===== config.mk =====
export PLATFORM = sky130hd
export DESIGN_NAME = vic_ctrl_flat
export DESIGN_NICKNAME = d
export VERILOG_FILES = /design/src/vic_pkg.sv /design/src/vic_if.sv /design/src/vic_arbiter.sv /design/src/vic_ctrl.sv /design/src/flat_wrapper.sv
export SDC_FILE = /design/constraint.sdc
export NUM_CORES = 2
export LEC_CHECK = 0
export ABC_AREA = 1
export ABC_CLOCK_PERIOD_IN_PS = 29800
export BUFFER_PORTS_ARGS = -buffer_cell sky130_fd_sc_hd__buf_2
export CAP_MARGIN = 20
export CORE_MARGIN = 5
export CORE_UTILIZATION = 25
export CTS_BUF_LIST = sky130_fd_sc_hd__clkbuf_4 sky130_fd_sc_hd__clkbuf_8 sky130_fd_sc_hd__clkbuf_16
export CTS_CLUSTER_SIZE = 25
export DETAILED_ROUTE_END_ITERATION = 12
export PLACE_DENSITY = 0.45
export SETUP_SLACK_MARGIN = 0.3
export SKIP_CTS_REPAIR_TIMING = 1
export SYNTH_ARGS = -nofsm -noshare
export SYNTH_HDL_FRONTEND = slang
export SYNTH_SLANG_ARGS = --single-unit
export TNS_END_PERCENT = 100

===== constraint.sdc =====
create_clock -name ref_clk -period 29.8 [get_ports ref_clk]
set_input_delay 2.98 -clock ref_clk [delete_from_list [all_inputs] [get_ports ref_clk]]
set_output_delay 2.98 -clock ref_clk [all_outputs]
set_load 0.005 [all_outputs]

===== src/vic_pkg.sv =====
// vectored interrupt controller: shared constants and types
// assumes one 100 MHz clock (ref_clk) and a synchronous active-low reset
package vic_pkg;

	localparam int NUM_VEC = 32;
	localparam int VEC_W = 5;
	localparam int PRIO_W = 3;
	localparam int NUM_PRIO = 8;
	localparam int ADDR_W = 16;
	localparam int SRC_W = 2;
	localparam int DMA_GROUP = 16;
	localparam int STACK_DEPTH = 8;
	localparam int DEPTH_W = 4;

	// latency budget in cycles: pending, posted, request, acknowledge, branch
	localparam int PENDING_FLAG_CYC = 1;
	localparam int POSTED_FLAG_CYC = 1;
	localparam int IRQ_CYC = 1;
	localparam int IRA_CYC = 2;
	localparam int BRANCH_CYC = 7;
	localparam int TOTAL_CYC = PENDING_FLAG_CYC + POSTED_FLAG_CYC + IRQ_CYC + IRA_CYC + BRANCH_CYC;
	// acknowledge is raised one cycle after the request appears, so it stands one short
	localparam int ACK_HOLD = IRA_CYC + BRANCH_CYC - 1;
	localparam int CNT_W = 4;

	localparam logic [ADDR_W-1:0] ADDR_RST = 16'h0000;
	localparam logic [NUM_PRIO-1:0] ACTIVE_RST = 8'h00;

	typedef enum logic [SRC_W-1:0] {
		VIC_SRC_FIXED,
		VIC_SRC_DMA,
		VIC_SRC_FABRIC,
		VIC_SRC_NONE
	} vic_src_e;

endpackage


===== src/vic_if.sv =====
// vectored interrupt controller: link between the controller and the cpu core
// assumes both ends run on the same ref_clk; no clocking block
`timescale 1ns/1ps
interface vic_if;
	import vic_pkg::*;

	logic irq_req;
	logic [VEC_W-1:0] irq_vec;
	logic [ADDR_W-1:0] isr_addr;
	logic cpu_ack_flag;
	logic isr_complete_flag;

	modport ctrl (
		output irq_req,
		output irq_vec,
		output isr_addr,
		input cpu_ack_flag,
		input isr_complete_flag
	);

	modport cpu (
		input irq_req,
		input irq_vec,
		input isr_addr,
		output cpu_ack_flag,
		output isr_complete_flag
	);

endinterface


===== src/vic_arbiter.sv =====
// vectored interrupt controller: priority selection among candidate vectors
// purely combinational; the caller registers the result
`timescale 1ns/1ps
module vic_arbiter #(
	parameter int N = 32
) (
	input wire logic [N-1:0] cand,
	input wire logic [N*vic_pkg::PRIO_W-1:0] prio,
	output logic win_valid,
	output logic [vic_pkg::VEC_W-1:0] win_vec,
	output logic [vic_pkg::PRIO_W-1:0] win_prio
);
	import vic_pkg::*;

	// scanning downward with <= lets the smaller vector take a tie
	always_comb begin
		win_valid = 1'b0;
		win_vec = '0;
		win_prio = '1;
		for (int i = N - 1; i >= 0; i--) begin
			if (cand[i] && prio[i*PRIO_W +: PRIO_W] <= win_prio) begin
				win_valid = 1'b1;
				win_vec = VEC_W'(i);
				win_prio = prio[i*PRIO_W +: PRIO_W];
			end
		end
	end

endmodule


===== src/vic_ctrl.sv =====
// vectored interrupt controller: the controller end facing sources and software
// assumes sources and software strobes are synchronous to ref_clk
// configuration arrives on plain ports; the cpu core sits behind vic_if.cpu
`timescale 1ns/1ps
module vic_ctrl #(
	parameter int N = 32
) (
	input wire logic ref_clk,
	input wire logic rst_n,
	vic_if.ctrl bus,
	input wire logic [N-1:0] fixed_irq,
	input wire logic [vic_pkg::DMA_GROUP-1:0] dma_term_out_low,
	input wire logic [vic_pkg::DMA_GROUP-1:0] dma_term_out_high,
	input wire logic [N-1:0] fabric_irq,
	input wire logic [N-1:0] vec_enable,
	input wire logic [N*vic_pkg::PRIO_W-1:0] vec_prio,
	input wire logic [N*vic_pkg::SRC_W-1:0] vec_src,
	input wire logic addr_we,
	input wire logic [vic_pkg::VEC_W-1:0] addr_vec,
	input wire logic [vic_pkg::ADDR_W-1:0] addr_data,
	input wire logic [N-1:0] sw_set,
	input wire logic [N-1:0] sw_clear,
	output logic [N-1:0] pending_flag,
	output logic [N-1:0] posted_flag,
	output logic [vic_pkg::NUM_PRIO-1:0] active_status
);
	import vic_pkg::*;

	logic [ADDR_W-1:0] handler_addr [N];
	logic [N-1:0] dma_lines;
	logic [N-1:0] src_line;
	logic [N-1:0] src_prev;
	logic [N-1:0] arrive;
	logic [N-1:0] ack_clear;
	logic [N-1:0] clr_posted_flag_d;
	logic [N-1:0] cand;
	logic ack_take;
	logic win_valid;
	logic [VEC_W-1:0] win_vec;
	logic [PRIO_W-1:0] win_prio;
	logic [PRIO_W-1:0] req_prio;
	logic [PRIO_W-1:0] top_level;
	logic active_any;
	logic preempt_ok;
	logic [NUM_PRIO-1:0] next_active;
	logic irq_req;
	logic [VEC_W-1:0] irq_vec;
	logic [ADDR_W-1:0] isr_addr;

	assign bus.irq_req = irq_req;
	assign bus.irq_vec = irq_vec;
	assign bus.isr_addr = isr_addr;

	// lowest set bit is the most urgent level now in service
	function automatic logic [PRIO_W-1:0] lowest_level(input logic [NUM_PRIO-1:0] lv);
		logic [PRIO_W-1:0] r;
		r = '0;
		for (int i = NUM_PRIO - 1; i >= 0; i--) begin
			if (lv[i]) begin
				r = PRIO_W'(i);
			end
		end
		return r;
	endfunction

	assign dma_lines = {dma_term_out_high, dma_term_out_low};

	// per-vector source selection; the fabric input is where any other line
	// is routed in, so a vector is not tied to its default fixed source
	for (genvar g = 0; g < N; g++) begin : g_src
		always_comb begin
			unique case (vic_src_e'(vec_src[g*SRC_W +: SRC_W]))
				VIC_SRC_FIXED: src_line[g] = fixed_irq[g];
				VIC_SRC_DMA: src_line[g] = dma_lines[g];
				VIC_SRC_FABRIC: src_line[g] = fabric_irq[g];
				VIC_SRC_NONE: src_line[g] = 1'b0;
			endcase
		end
	end

	// a rising edge marks arrival, so a held level raises one request only
	always_ff @(posedge ref_clk) begin
		if (!rst_n) begin
			src_prev <= '0;
		end else begin
			src_prev <= src_line;
		end
	end

	assign arrive = src_line & ~src_prev;

	assign ack_take = bus.cpu_ack_flag && irq_req;
	assign ack_clear = ack_take ? (32'h0000_0001 << irq_vec) : '0;

	// set beats clear: an arrival in the clearing cycle stays pending
	always_ff @(posedge ref_clk) begin
		if (!rst_n) begin
			pending_flag <= '0;
		end else begin
			pending_flag <= (pending_flag & ~(ack_clear | sw_clear)) | arrive | sw_set;
		end
	end

	// posted clears one cycle behind pending on acknowledge
	always_ff @(posedge ref_clk) begin
		if (!rst_n) begin
			clr_posted_flag_d <= '0;
		end else begin
			clr_posted_flag_d <= ack_clear;
		end
	end

	always_ff @(posedge ref_clk) begin
		if (!rst_n) begin
			posted_flag <= '0;
		end else begin
			posted_flag <= (posted_flag & ~(clr_posted_flag_d | sw_clear))
				| (pending_flag & vec_enable & ~sw_clear);
		end
	end

	// handler table, rewritable at any time
	always_ff @(posedge ref_clk) begin
		if (!rst_n) begin
			for (int i = 0; i < N; i++) begin
				handler_addr[i] <= ADDR_RST;
			end
		end else if (addr_we) begin
			handler_addr[addr_vec] <= addr_data;
		end
	end

	assign cand = posted_flag & pending_flag & vec_enable;

	vic_arbiter #(
		.N(N)
	) u_arb (
		.cand(cand),
		.prio(vec_prio),
		.win_valid(win_valid),
		.win_vec(win_vec),
		.win_prio(win_prio)
	);

	assign top_level = lowest_level(active_status);
	assign active_any = |active_status;
	assign preempt_ok = !active_any || (win_prio < top_level);

	// a presented request is held until taken; it is withdrawn if software
	// cancels or disables its vector first, but not displaced by a newer one
	always_ff @(posedge ref_clk) begin
		if (!rst_n) begin
			irq_req <= 1'b0;
			irq_vec <= '0;
			isr_addr <= ADDR_RST;
			req_prio <= '0;
		end else if (ack_take) begin
			irq_req <= 1'b0;
		end else if (irq_req && !cand[irq_vec]) begin
			irq_req <= 1'b0;
		end else if (!irq_req && !bus.cpu_ack_flag && win_valid && preempt_ok) begin
			irq_req <= 1'b1;
			irq_vec <= win_vec;
			isr_addr <= handler_addr[win_vec];
			req_prio <= win_prio;
		end
	end

	// active levels: acknowledge marks a level, completion drops the most
	// urgent one, which leaves the status as it was before that handler
	always_comb begin
		next_active = active_status;
		if (bus.isr_complete_flag && active_any) begin
			next_active[top_level] = 1'b0;
		end
		if (ack_take) begin
			next_active[req_prio] = 1'b1;
		end
	end

	always_ff @(posedge ref_clk) begin
		if (!rst_n) begin
			active_status <= ACTIVE_RST;
		end else begin
			active_status <= next_active;
		end
	end

endmodule


===== src/flat_wrapper.sv =====
// flat-port wrapper written by rule: the top's interface ports become plain ports
module vic_ctrl_flat import vic_pkg::*;
#(
	parameter int N = 32
)
  (ref_clk, rst_n, fixed_irq, dma_term_out_low, dma_term_out_high, fabric_irq, vec_enable, vec_prio, vec_src, addr_we, addr_vec, addr_data, sw_set, sw_clear, pending_flag, posted_flag, active_status, bus_irq_req, bus_irq_vec, bus_isr_addr, bus_cpu_ack_flag, bus_isr_complete_flag);
  vic_if bus_i ();
  input wire logic ref_clk;
  input wire logic rst_n;
  input wire logic [N-1:0] fixed_irq;
  input wire logic [vic_pkg::DMA_GROUP-1:0] dma_term_out_low;
  input wire logic [vic_pkg::DMA_GROUP-1:0] dma_term_out_high;
  input wire logic [N-1:0] fabric_irq;
  input wire logic [N-1:0] vec_enable;
  input wire logic [N*vic_pkg::PRIO_W-1:0] vec_prio;
  input wire logic [N*vic_pkg::SRC_W-1:0] vec_src;
  input wire logic addr_we;
  input wire logic [vic_pkg::VEC_W-1:0] addr_vec;
  input wire logic [vic_pkg::ADDR_W-1:0] addr_data;
  input wire logic [N-1:0] sw_set;
  input wire logic [N-1:0] sw_clear;
  output logic [N-1:0] pending_flag;
  output logic [N-1:0] posted_flag;
  output logic [vic_pkg::NUM_PRIO-1:0] active_status;
  output wire logic [$bits(bus_i.irq_req)-1:0] bus_irq_req;
  output wire logic [$bits(bus_i.irq_vec)-1:0] bus_irq_vec;
  output wire logic [$bits(bus_i.isr_addr)-1:0] bus_isr_addr;
  input wire logic [$bits(bus_i.cpu_ack_flag)-1:0] bus_cpu_ack_flag;
  input wire logic [$bits(bus_i.isr_complete_flag)-1:0] bus_isr_complete_flag;
  assign bus_irq_req = bus_i.irq_req;
  assign bus_irq_vec = bus_i.irq_vec;
  assign bus_isr_addr = bus_i.isr_addr;
  assign bus_i.cpu_ack_flag = bus_cpu_ack_flag;
  assign bus_i.isr_complete_flag = bus_isr_complete_flag;
  vic_ctrl #(.N(N)) u_core (.ref_clk(ref_clk), .rst_n(rst_n), .bus(bus_i), .fixed_irq(fixed_irq), .dma_term_out_low(dma_term_out_low), .dma_term_out_high(dma_term_out_high), .fabric_irq(fabric_irq), .vec_enable(vec_enable), .vec_prio(vec_prio), .vec_src(vec_src), .addr_we(addr_we), .addr_vec(addr_vec), .addr_data(addr_data), .sw_set(sw_set), .sw_clear(sw_clear), .pending_flag(pending_flag), .posted_flag(posted_flag), .active_status(active_status));
endmodule

# Word level (Yosys, flattened, before mapping)
# Memory sizes are Yosys's and may differ from the RTL's. A register that Yosys moved wholly into a read port is not among the register bits.
# Cells that the tools add are included.
[op_classes]
n_shift = 1
eq_ne = 96
mux = 152
magnitude_cmp = 38
bitwise = 22
reduce_logical = 82
[ops]
columns = ["operator", "n"]
rows = [
  ["32-bit bitwise AND", 7],
  ["5-bit two-way mux", 33],
  ["32-bit bitwise OR", 5],
  ["2-bit equality test (second input constant)", 64],
  ["32-bit inverter", 4],
  ["1-bit case mux with 4 select lines", 32],
  ["3-bit two-way mux", 40],
  ["3-bit <= comparator", 31],
  ["2-bit by 1-bit equality test with 1-bit output (second input constant)", 32],
  ["2-bit logical NOT", 32],
  ["1-bit logical AND", 40],
  ["1-bit two-way mux", 40],
  ["32-bit two-way mux", 1],
  ["1-bit by 5-bit left shift with 32-bit output (first input constant)", 1],
  ["16-bit two-way mux", 1],
  ["8-bit two-way mux", 2],
  ["16-bit OR reduction", 1],
  ["8-bit bitwise AND", 1],
  ["3-bit by 4-bit < comparator with 1-bit output (second input constant)", 2],
  ["8-bit inverter", 1],
  ["8-bit bitwise OR", 1],
  ["8-bit OR reduction", 1],
  ["1-bit demux with 3-bit select", 2],
  ["3-bit by 1-bit >= comparator with 1-bit output (second input constant)", 2],
  ["9 further kinds", 15],
]
[totals]
mem_count = 1
output_inout_bits = 94
input_bits = 378
elab_cells = 400
register_bits = 145
mem_bits_rw = 512
[mem_list]
columns = ["memory", "words", "width", "read_ports", "rd_clocked_by_memory_dff", "write_ports", "line_no", "text"]
rows = [
  ["u_core.handler_addr", 32, 16, 1, 1, 32, "vic_ctrl.sv:29", "logic [ADDR_W-1:0] handler_addr [N];"],
]

# Longest topological paths before layout
[logic_depth]
word_depth = 101
depth_mapped = 259
depth_no_buf = 256

# Hierarchy
# A second synthesis with hierarchy kept.
[unflattened]
cells_unflattened = 4570
area_unflattened_um2 = 36089.6
[by_module_without_submodules]
columns = ["module", "cells_per_inst", "area_per_inst_um2", "n_inst", "seq_area_each_um2"]
rows = [
  ["vic_ctrl", 3871, 32324.8, 1, 18597.8],
  ["vic_arbiter", 699, 3764.9, 1, 0.0],
]

# Worst setup path after synthesis
# OpenSTA, ideal clock, no wires.
[synth_timing]
path_type = "input port to flip-flop"
from = "in vec_enable[31]"
to = "reg u_core.isr_addr[10] (netlist: u_core.bus.isr_addr[10]), read port of u_core.handler_addr"
setup_ns = 0.113
setup_slack_ns = -1.226
cell_stages = 241
t_required_ns = 29.687
path_buffers = 4
arrival_time_ns = 30.914
path_cell_list = "nand2_1 inv_2 nand2_2 or2_2 ha_1 nand3_1 nand2_1 nand2_2 inv_1 o21ai_0 inv_1 ha_1 nand3_1 nand2_1 nand2_2 nand3_2 and2_1 ha_1 (+205 left out) nand2_1 o21ai_0 nand2_1 nand2_1 buf_2 buf_1 nand2_1 o21ai_0 inv_1 ha_1 a21oi_1 nand2_1 nand2_1 nand2_1 buf_4 buf_6 nor2_1 nor2_1"
[synth_via]
elab_chain_len = 100
elab_cells_between_ends = 170
classes_between = "order compare (32); mux (98); bitwise (2); reduce/logical (38)"
[synth_rtl]
columns = ["item", "line_no", "text"]
rows = [
  ["from (decl)", "flat_wrapper.sv:14", "input wire logic [N-1:0] vec_enable;"],
  ["32-bit bitwise AND (*)", "vic_ctrl.sv:133", "assign cand = posted_flag & pending_flag & vec_enable;"],
  ["1-bit logical AND (*)", "vic_arbiter.sv:21", "if (cand[i] && prio[i*PRIO_W +: PRIO_W] <= win_prio) begin"],
  ["3-bit two-way mux (*)", "vic_arbiter.sv:21", ""],
  ["3-bit <= comparator", "vic_arbiter.sv:21", ""],
  ["1-bit logical AND", "vic_arbiter.sv:21", ""],
  ["3-bit two-way mux (*)", "vic_arbiter.sv:21", ""],
  ["3-bit <= comparator", "vic_arbiter.sv:21", ""],
  ["1-bit logical AND", "vic_arbiter.sv:21", ""],
  ["(+85 left out)", "--", ""],
  ["3-bit <= comparator", "vic_arbiter.sv:21", ""],
  ["1-bit logical AND", "vic_arbiter.sv:21", ""],
  ["3-bit two-way mux (*)", "vic_arbiter.sv:21", ""],
  ["net u_core.u_arb.win_prio (one bit)", "vic_arbiter.sv:11", "output logic [vic_pkg::PRIO_W-1:0] win_prio"],
  ["3-bit < comparator (*)", "vic_ctrl.sv:147", "assign preempt_ok = !active_any || (win_prio < top_level);"],
  ["1-bit logical OR (*)", "vic_ctrl.sv:147", ""],
  ["1-bit logical AND (*)", "vic_ctrl.sv:161", "end else if (!irq_req && !bus.cpu_ack_flag && win_valid && preempt_ok) begin"],
  ["3-bit AND reduction (no line) (*)", "--", ""],
  ["to (decl)", "vic_ctrl.sv:48", "logic [ADDR_W-1:0] isr_addr;"],
]
# The timed path passes the listed nets; every way through them passes the cells marked *. The select of a mux whose other input is x is not followed.
# A chain may end at the register's enable or synchronous reset.

# Worst setup path in the final report
[layout_timing]
from = "in vec_enable[31]"
to = "reg u_core.isr_addr[2] (netlist: u_core.bus.isr_addr[2]), read port of u_core.handler_addr"
[layout_via]
elab_chain_len = 100
elab_cells_between_ends = 170
classes_between = "order compare (32); mux (98); bitwise (2); reduce/logical (38)"
[layout_rtl]
columns = ["item", "line_no"]
rows = [
  ["32-bit bitwise AND (*)", "vic_ctrl.sv:133"],
  ["1-bit logical AND", "vic_arbiter.sv:21"],
  ["3-bit two-way mux", "vic_arbiter.sv:21"],
  ["3-bit <= comparator", "vic_arbiter.sv:21"],
  ["1-bit logical AND", "vic_arbiter.sv:21"],
  ["3-bit two-way mux", "vic_arbiter.sv:21"],
  ["3-bit <= comparator", "vic_arbiter.sv:21"],
  ["1-bit logical AND", "vic_arbiter.sv:21"],
  ["(+84 left out)", "--"],
  ["3-bit two-way mux", "vic_arbiter.sv:21"],
  ["3-bit <= comparator", "vic_arbiter.sv:21"],
  ["1-bit logical AND", "vic_arbiter.sv:21"],
  ["3-bit two-way mux", "vic_arbiter.sv:21"],
  ["3-bit < comparator", "vic_ctrl.sv:147"],
  ["1-bit logical OR", "vic_ctrl.sv:147"],
  ["1-bit logical AND", "vic_ctrl.sv:161"],
  ["3-bit AND reduction (no line)", "--"],
]
# Mark *: on every way between the ends. The rest lies on a longest branch, timed or not. The select of a mux whose other input is x is not followed.

==> flow_summary.json <==
{
  "synth.ff_latch_count": 673,
  "dp_hpwl_um": 106900,
  "ios": 472,
  "gr-usage-all-layers_pct": 18.61,
  "cp.depth": 248,
  "synthCells": 4457,
  "first_pass_iters": 6,
  "crit_arrival_ps": 30170,
  "synth_top_area_share_pct": 42.59,
  "dp_slack_ps": -1671,
  "die-area_mm2": 0.1521,
  "avgViaCountPerCell": 4.600,
  "crit_type": "in2reg",
  "setup_ws_ps": 251.3,
  "slew-limit-headroom_pct": 35.45,
  "hold_viol": 0,
  "finalClockSkew_ps": 43.35,
  "fin_util_pct": 33.37,
  "seq_area_frac_synth_pct": 51.52,
  "post_drt_wl_per_cell_um": 21.61,
  "overflow": 0,
  "grt_start_max_net_pins": 76,
  "min_path_type": "reg2reg",
  "crit_path_frequent_cell": "nand2_2",
  "rsz0062_at_grt": "yes",
  "initial_core_util_pct": 25.16,
  "cap_violations": 0,
  "coreArea_mm2": 0.1435,
  "cpMaxStageDelayCell": "ha_1",
  "fin_tns_setup_ps": 0,
  "finalCritPeriodShare_pct": 99.16,
  "cts_buffers": 83,
  "antenna_found_initial": 35,
  "status": "completed",
  "endpoint_kind": "flop",
  "drc": 0,
  "timing.fmax_ghz": 0.03384,
  "tritoncts": "built",
  "port_buffers": 471,
  "cts.htree.levels": 3,
  "synth_area_leaders": "edfxtp_1, dfxtp_1, nand2_1",
  "critPathTopFamily": "simple AND/OR/NAND/NOR gates",
  "fin_nets": 5562,
  "via_count": 32800,
  "power_uw": 2697,
  "synth_top_area_cell": "edfxtp_1",
  "dieWidth_um": 390,
  "ant_nets": 0,
  "worstSkewPairLatency_ps": 680,
  "worst_setup_path_start_kind": "input pin",
  "ir_drop_uv": 44.15,
  "whs_path_depth": 2,
  "cts_root_buf": "clkbuf_16",
  "syn_to_final_growth_pct": 32.64,
  "powerDensity_mw_per_mm2": 56.33,
  "routed_wl_um": 154100,
  "max_stage_delay_ps": 300,
  "grt_pass1_wl_um": 210900,
  "syn-cell-area_mm2": 0.03610,
  "r2r_cells": 247,
  "drt_iter0_markers": 2514,
  "syn_area_per_cell_um2": 8.100,
  "grt_pass1_vias": 30730,
  "worstPathMaxFanout": 27,
  "crit_buf_inv": 26,
  "cp_data_required_time_ps": 30420,
  "fill_cells": 15060,
  "ys_types": 45,
  "clockBufferDepth": 3,
  "yosys_warnings": 0,
  "chipHeight_um": 390,
  "place_congestion": 0.9765,
  "period_needed_ps": 29550,
  "fp-row-count": 139,
  "cts_sinks": 673,
  "setup_viol": 0,
  "power_leakage_uw": 0.02202,
  "syn_nets": 4894,
  "slew_viol_final": 0,
  "drive_above_1_share_pct": 28.03,
  "path_clk_slew_ps": 60,
  "tightest_slew_ps": 968.2
}
## power breakdown
| part | internal [uW] | switching [uW] | leakage (uW) |
|---|---|---|---|
| clock | 600 | 429 | 0.00138 |
| combinational | 219 | 370 | 0.0145 |
| sequential | 1060 | 20.5 | 0.00619 |
| total | 1880 | 820 | 0.0220 |
## layout by cell type, fill, tap and decap left out, types with 9 or more instances in the layout
cell / Yosys / routed
a31oi_1: 26 / 26
o21ai_1: 37 / 31
clkinv_1: 2 / 13
a21oi_1: 135 / 109
nand2_2: 73 / 152
nor2_2: 1 / 15
o21ai_4: 0 / 9
nor2_1: 748 / 728
nand2_4: 4 / 41
o21ai_0: 85 / 51
nand3_2: 17 / 121
buf_4: 11 / 278
buf_12: 3 / 29
edfxtp_1: 512 / 512
or2_1: 18 / 17
a21oi_2: 1 / 26
diode_2: 0 / 35
inv_2: 5 / 19
clkinv_2: 0 / 11
buf_2: 60 / 470
inv_1: 692 / 673
nand4_1: 10 / 10
nor3_1: 115 / 114
a211oi_1: 29 / 29
nand3_4: 0 / 13
o31ai_1: 28 / 28
nand2_1: 834 / 714
clkbuf_16: 0 / 97
ha_4: 0 / 30
dfxtp_1: 161 / 161
buf_6: 27 / 22
o21ai_2: 0 / 31
nand3_1: 448 / 331
nand3b_1: 132 / 132
clkbuf_4: 1 / 22
ha_1: 59 / 29
## worst min-delay path, stage by stage, from the launching register on
cell,delay [ps]
dfxtp_1,330
nand2_1,70
a21oi_1,50
## area by class of cell
type                       instances  area [um2]  share of cell area, %
antenna                           35       87.58                 0.1829
clock buffer                     114        2389                  4.988
clock inverter                    37       362.8                 0.7578
inverter                         700        2645                  5.524
multi-input combinational       2848       15660                  32.70
sequential                       673       18600                  38.84
tap                             1903        2381                  4.973
timing repair buffer             819        5763                  12.04
## cells in the mapped netlist (all sizes together)
cell type and count:
nand2 911, nor2 749, inv 698, edfxtp 512, nand3 465, dfxtp 161
a21oi 136, nand3b 132, o21ai 122, clkbuf 120, nor3 115, buf 106
ha 59, a211oi 29, o31ai 28, a31oi 26, or2 24, dlygate4sd1 10
nand4 10, and2 9, o22ai 9, o211ai 7, o21bai 5, and3b 4
a311oi 2, clkinv 2, o311ai 2, nor3b 1, nor4 1, o2111ai 1
o21a 1
## flip-flops by register name (all words and copies together), names as in the netlist
name                      count
u_core.handler_addr         512
u_core.clr_posted_flag_d     32
u_core.pending_flag          32
u_core.posted_flag           32
u_core.src_prev              32
u_core.bus.isr_addr          16
u_core.active_status          8
u_core.bus.irq_vec            5
u_core.req_prio               3
u_core.bus.irq_req            1
## through the flow
step                hold WS, ps  instances  instance area, um2
CTS                       504.3       7021               44940
finish                    502.5       7129               47880
floorplan                 475.5       4457               36280
global route              524.0       7096               47800
detailed placement        487.7       6870               42190
global placement          491.9       6870               42190
## routing by layer
layer	wire, um	up-vias	global-route usage (%)
met2	73580	1008	31.51
li1	-	15800	-
met1	65270	15760	24.14
met5	100	-	0
met3	10760	221	3.516
met4	4384	16	5.555
## path summary, 6_finish.rpt
kind / startpoint / endpoint / slack, ps
max: vec_enable[31] / u_core.bus.isr_addr[2] / 250
min: u_core.active_status[4] / u_core.active_status[4] / 500
max reg2reg: u_core.pending_flag[31] / u_core.bus.isr_addr[2] / 2220
min reg2reg: u_core.active_status[4] / u_core.active_status[4] / 500
## logic make-up after synthesis
group | count (synthesis) | share of synthesized area (%)
and+or+nand+nor | 2421 | 29.76
adders and majority gates | 59 | 2.045
AOI/OAI and AO/OA | 368 | 5.771
DFF | 673 | 51.52
buffers and inverters | 936 | 10.91
No activity file was read; power rests on OpenSTA's default activity.
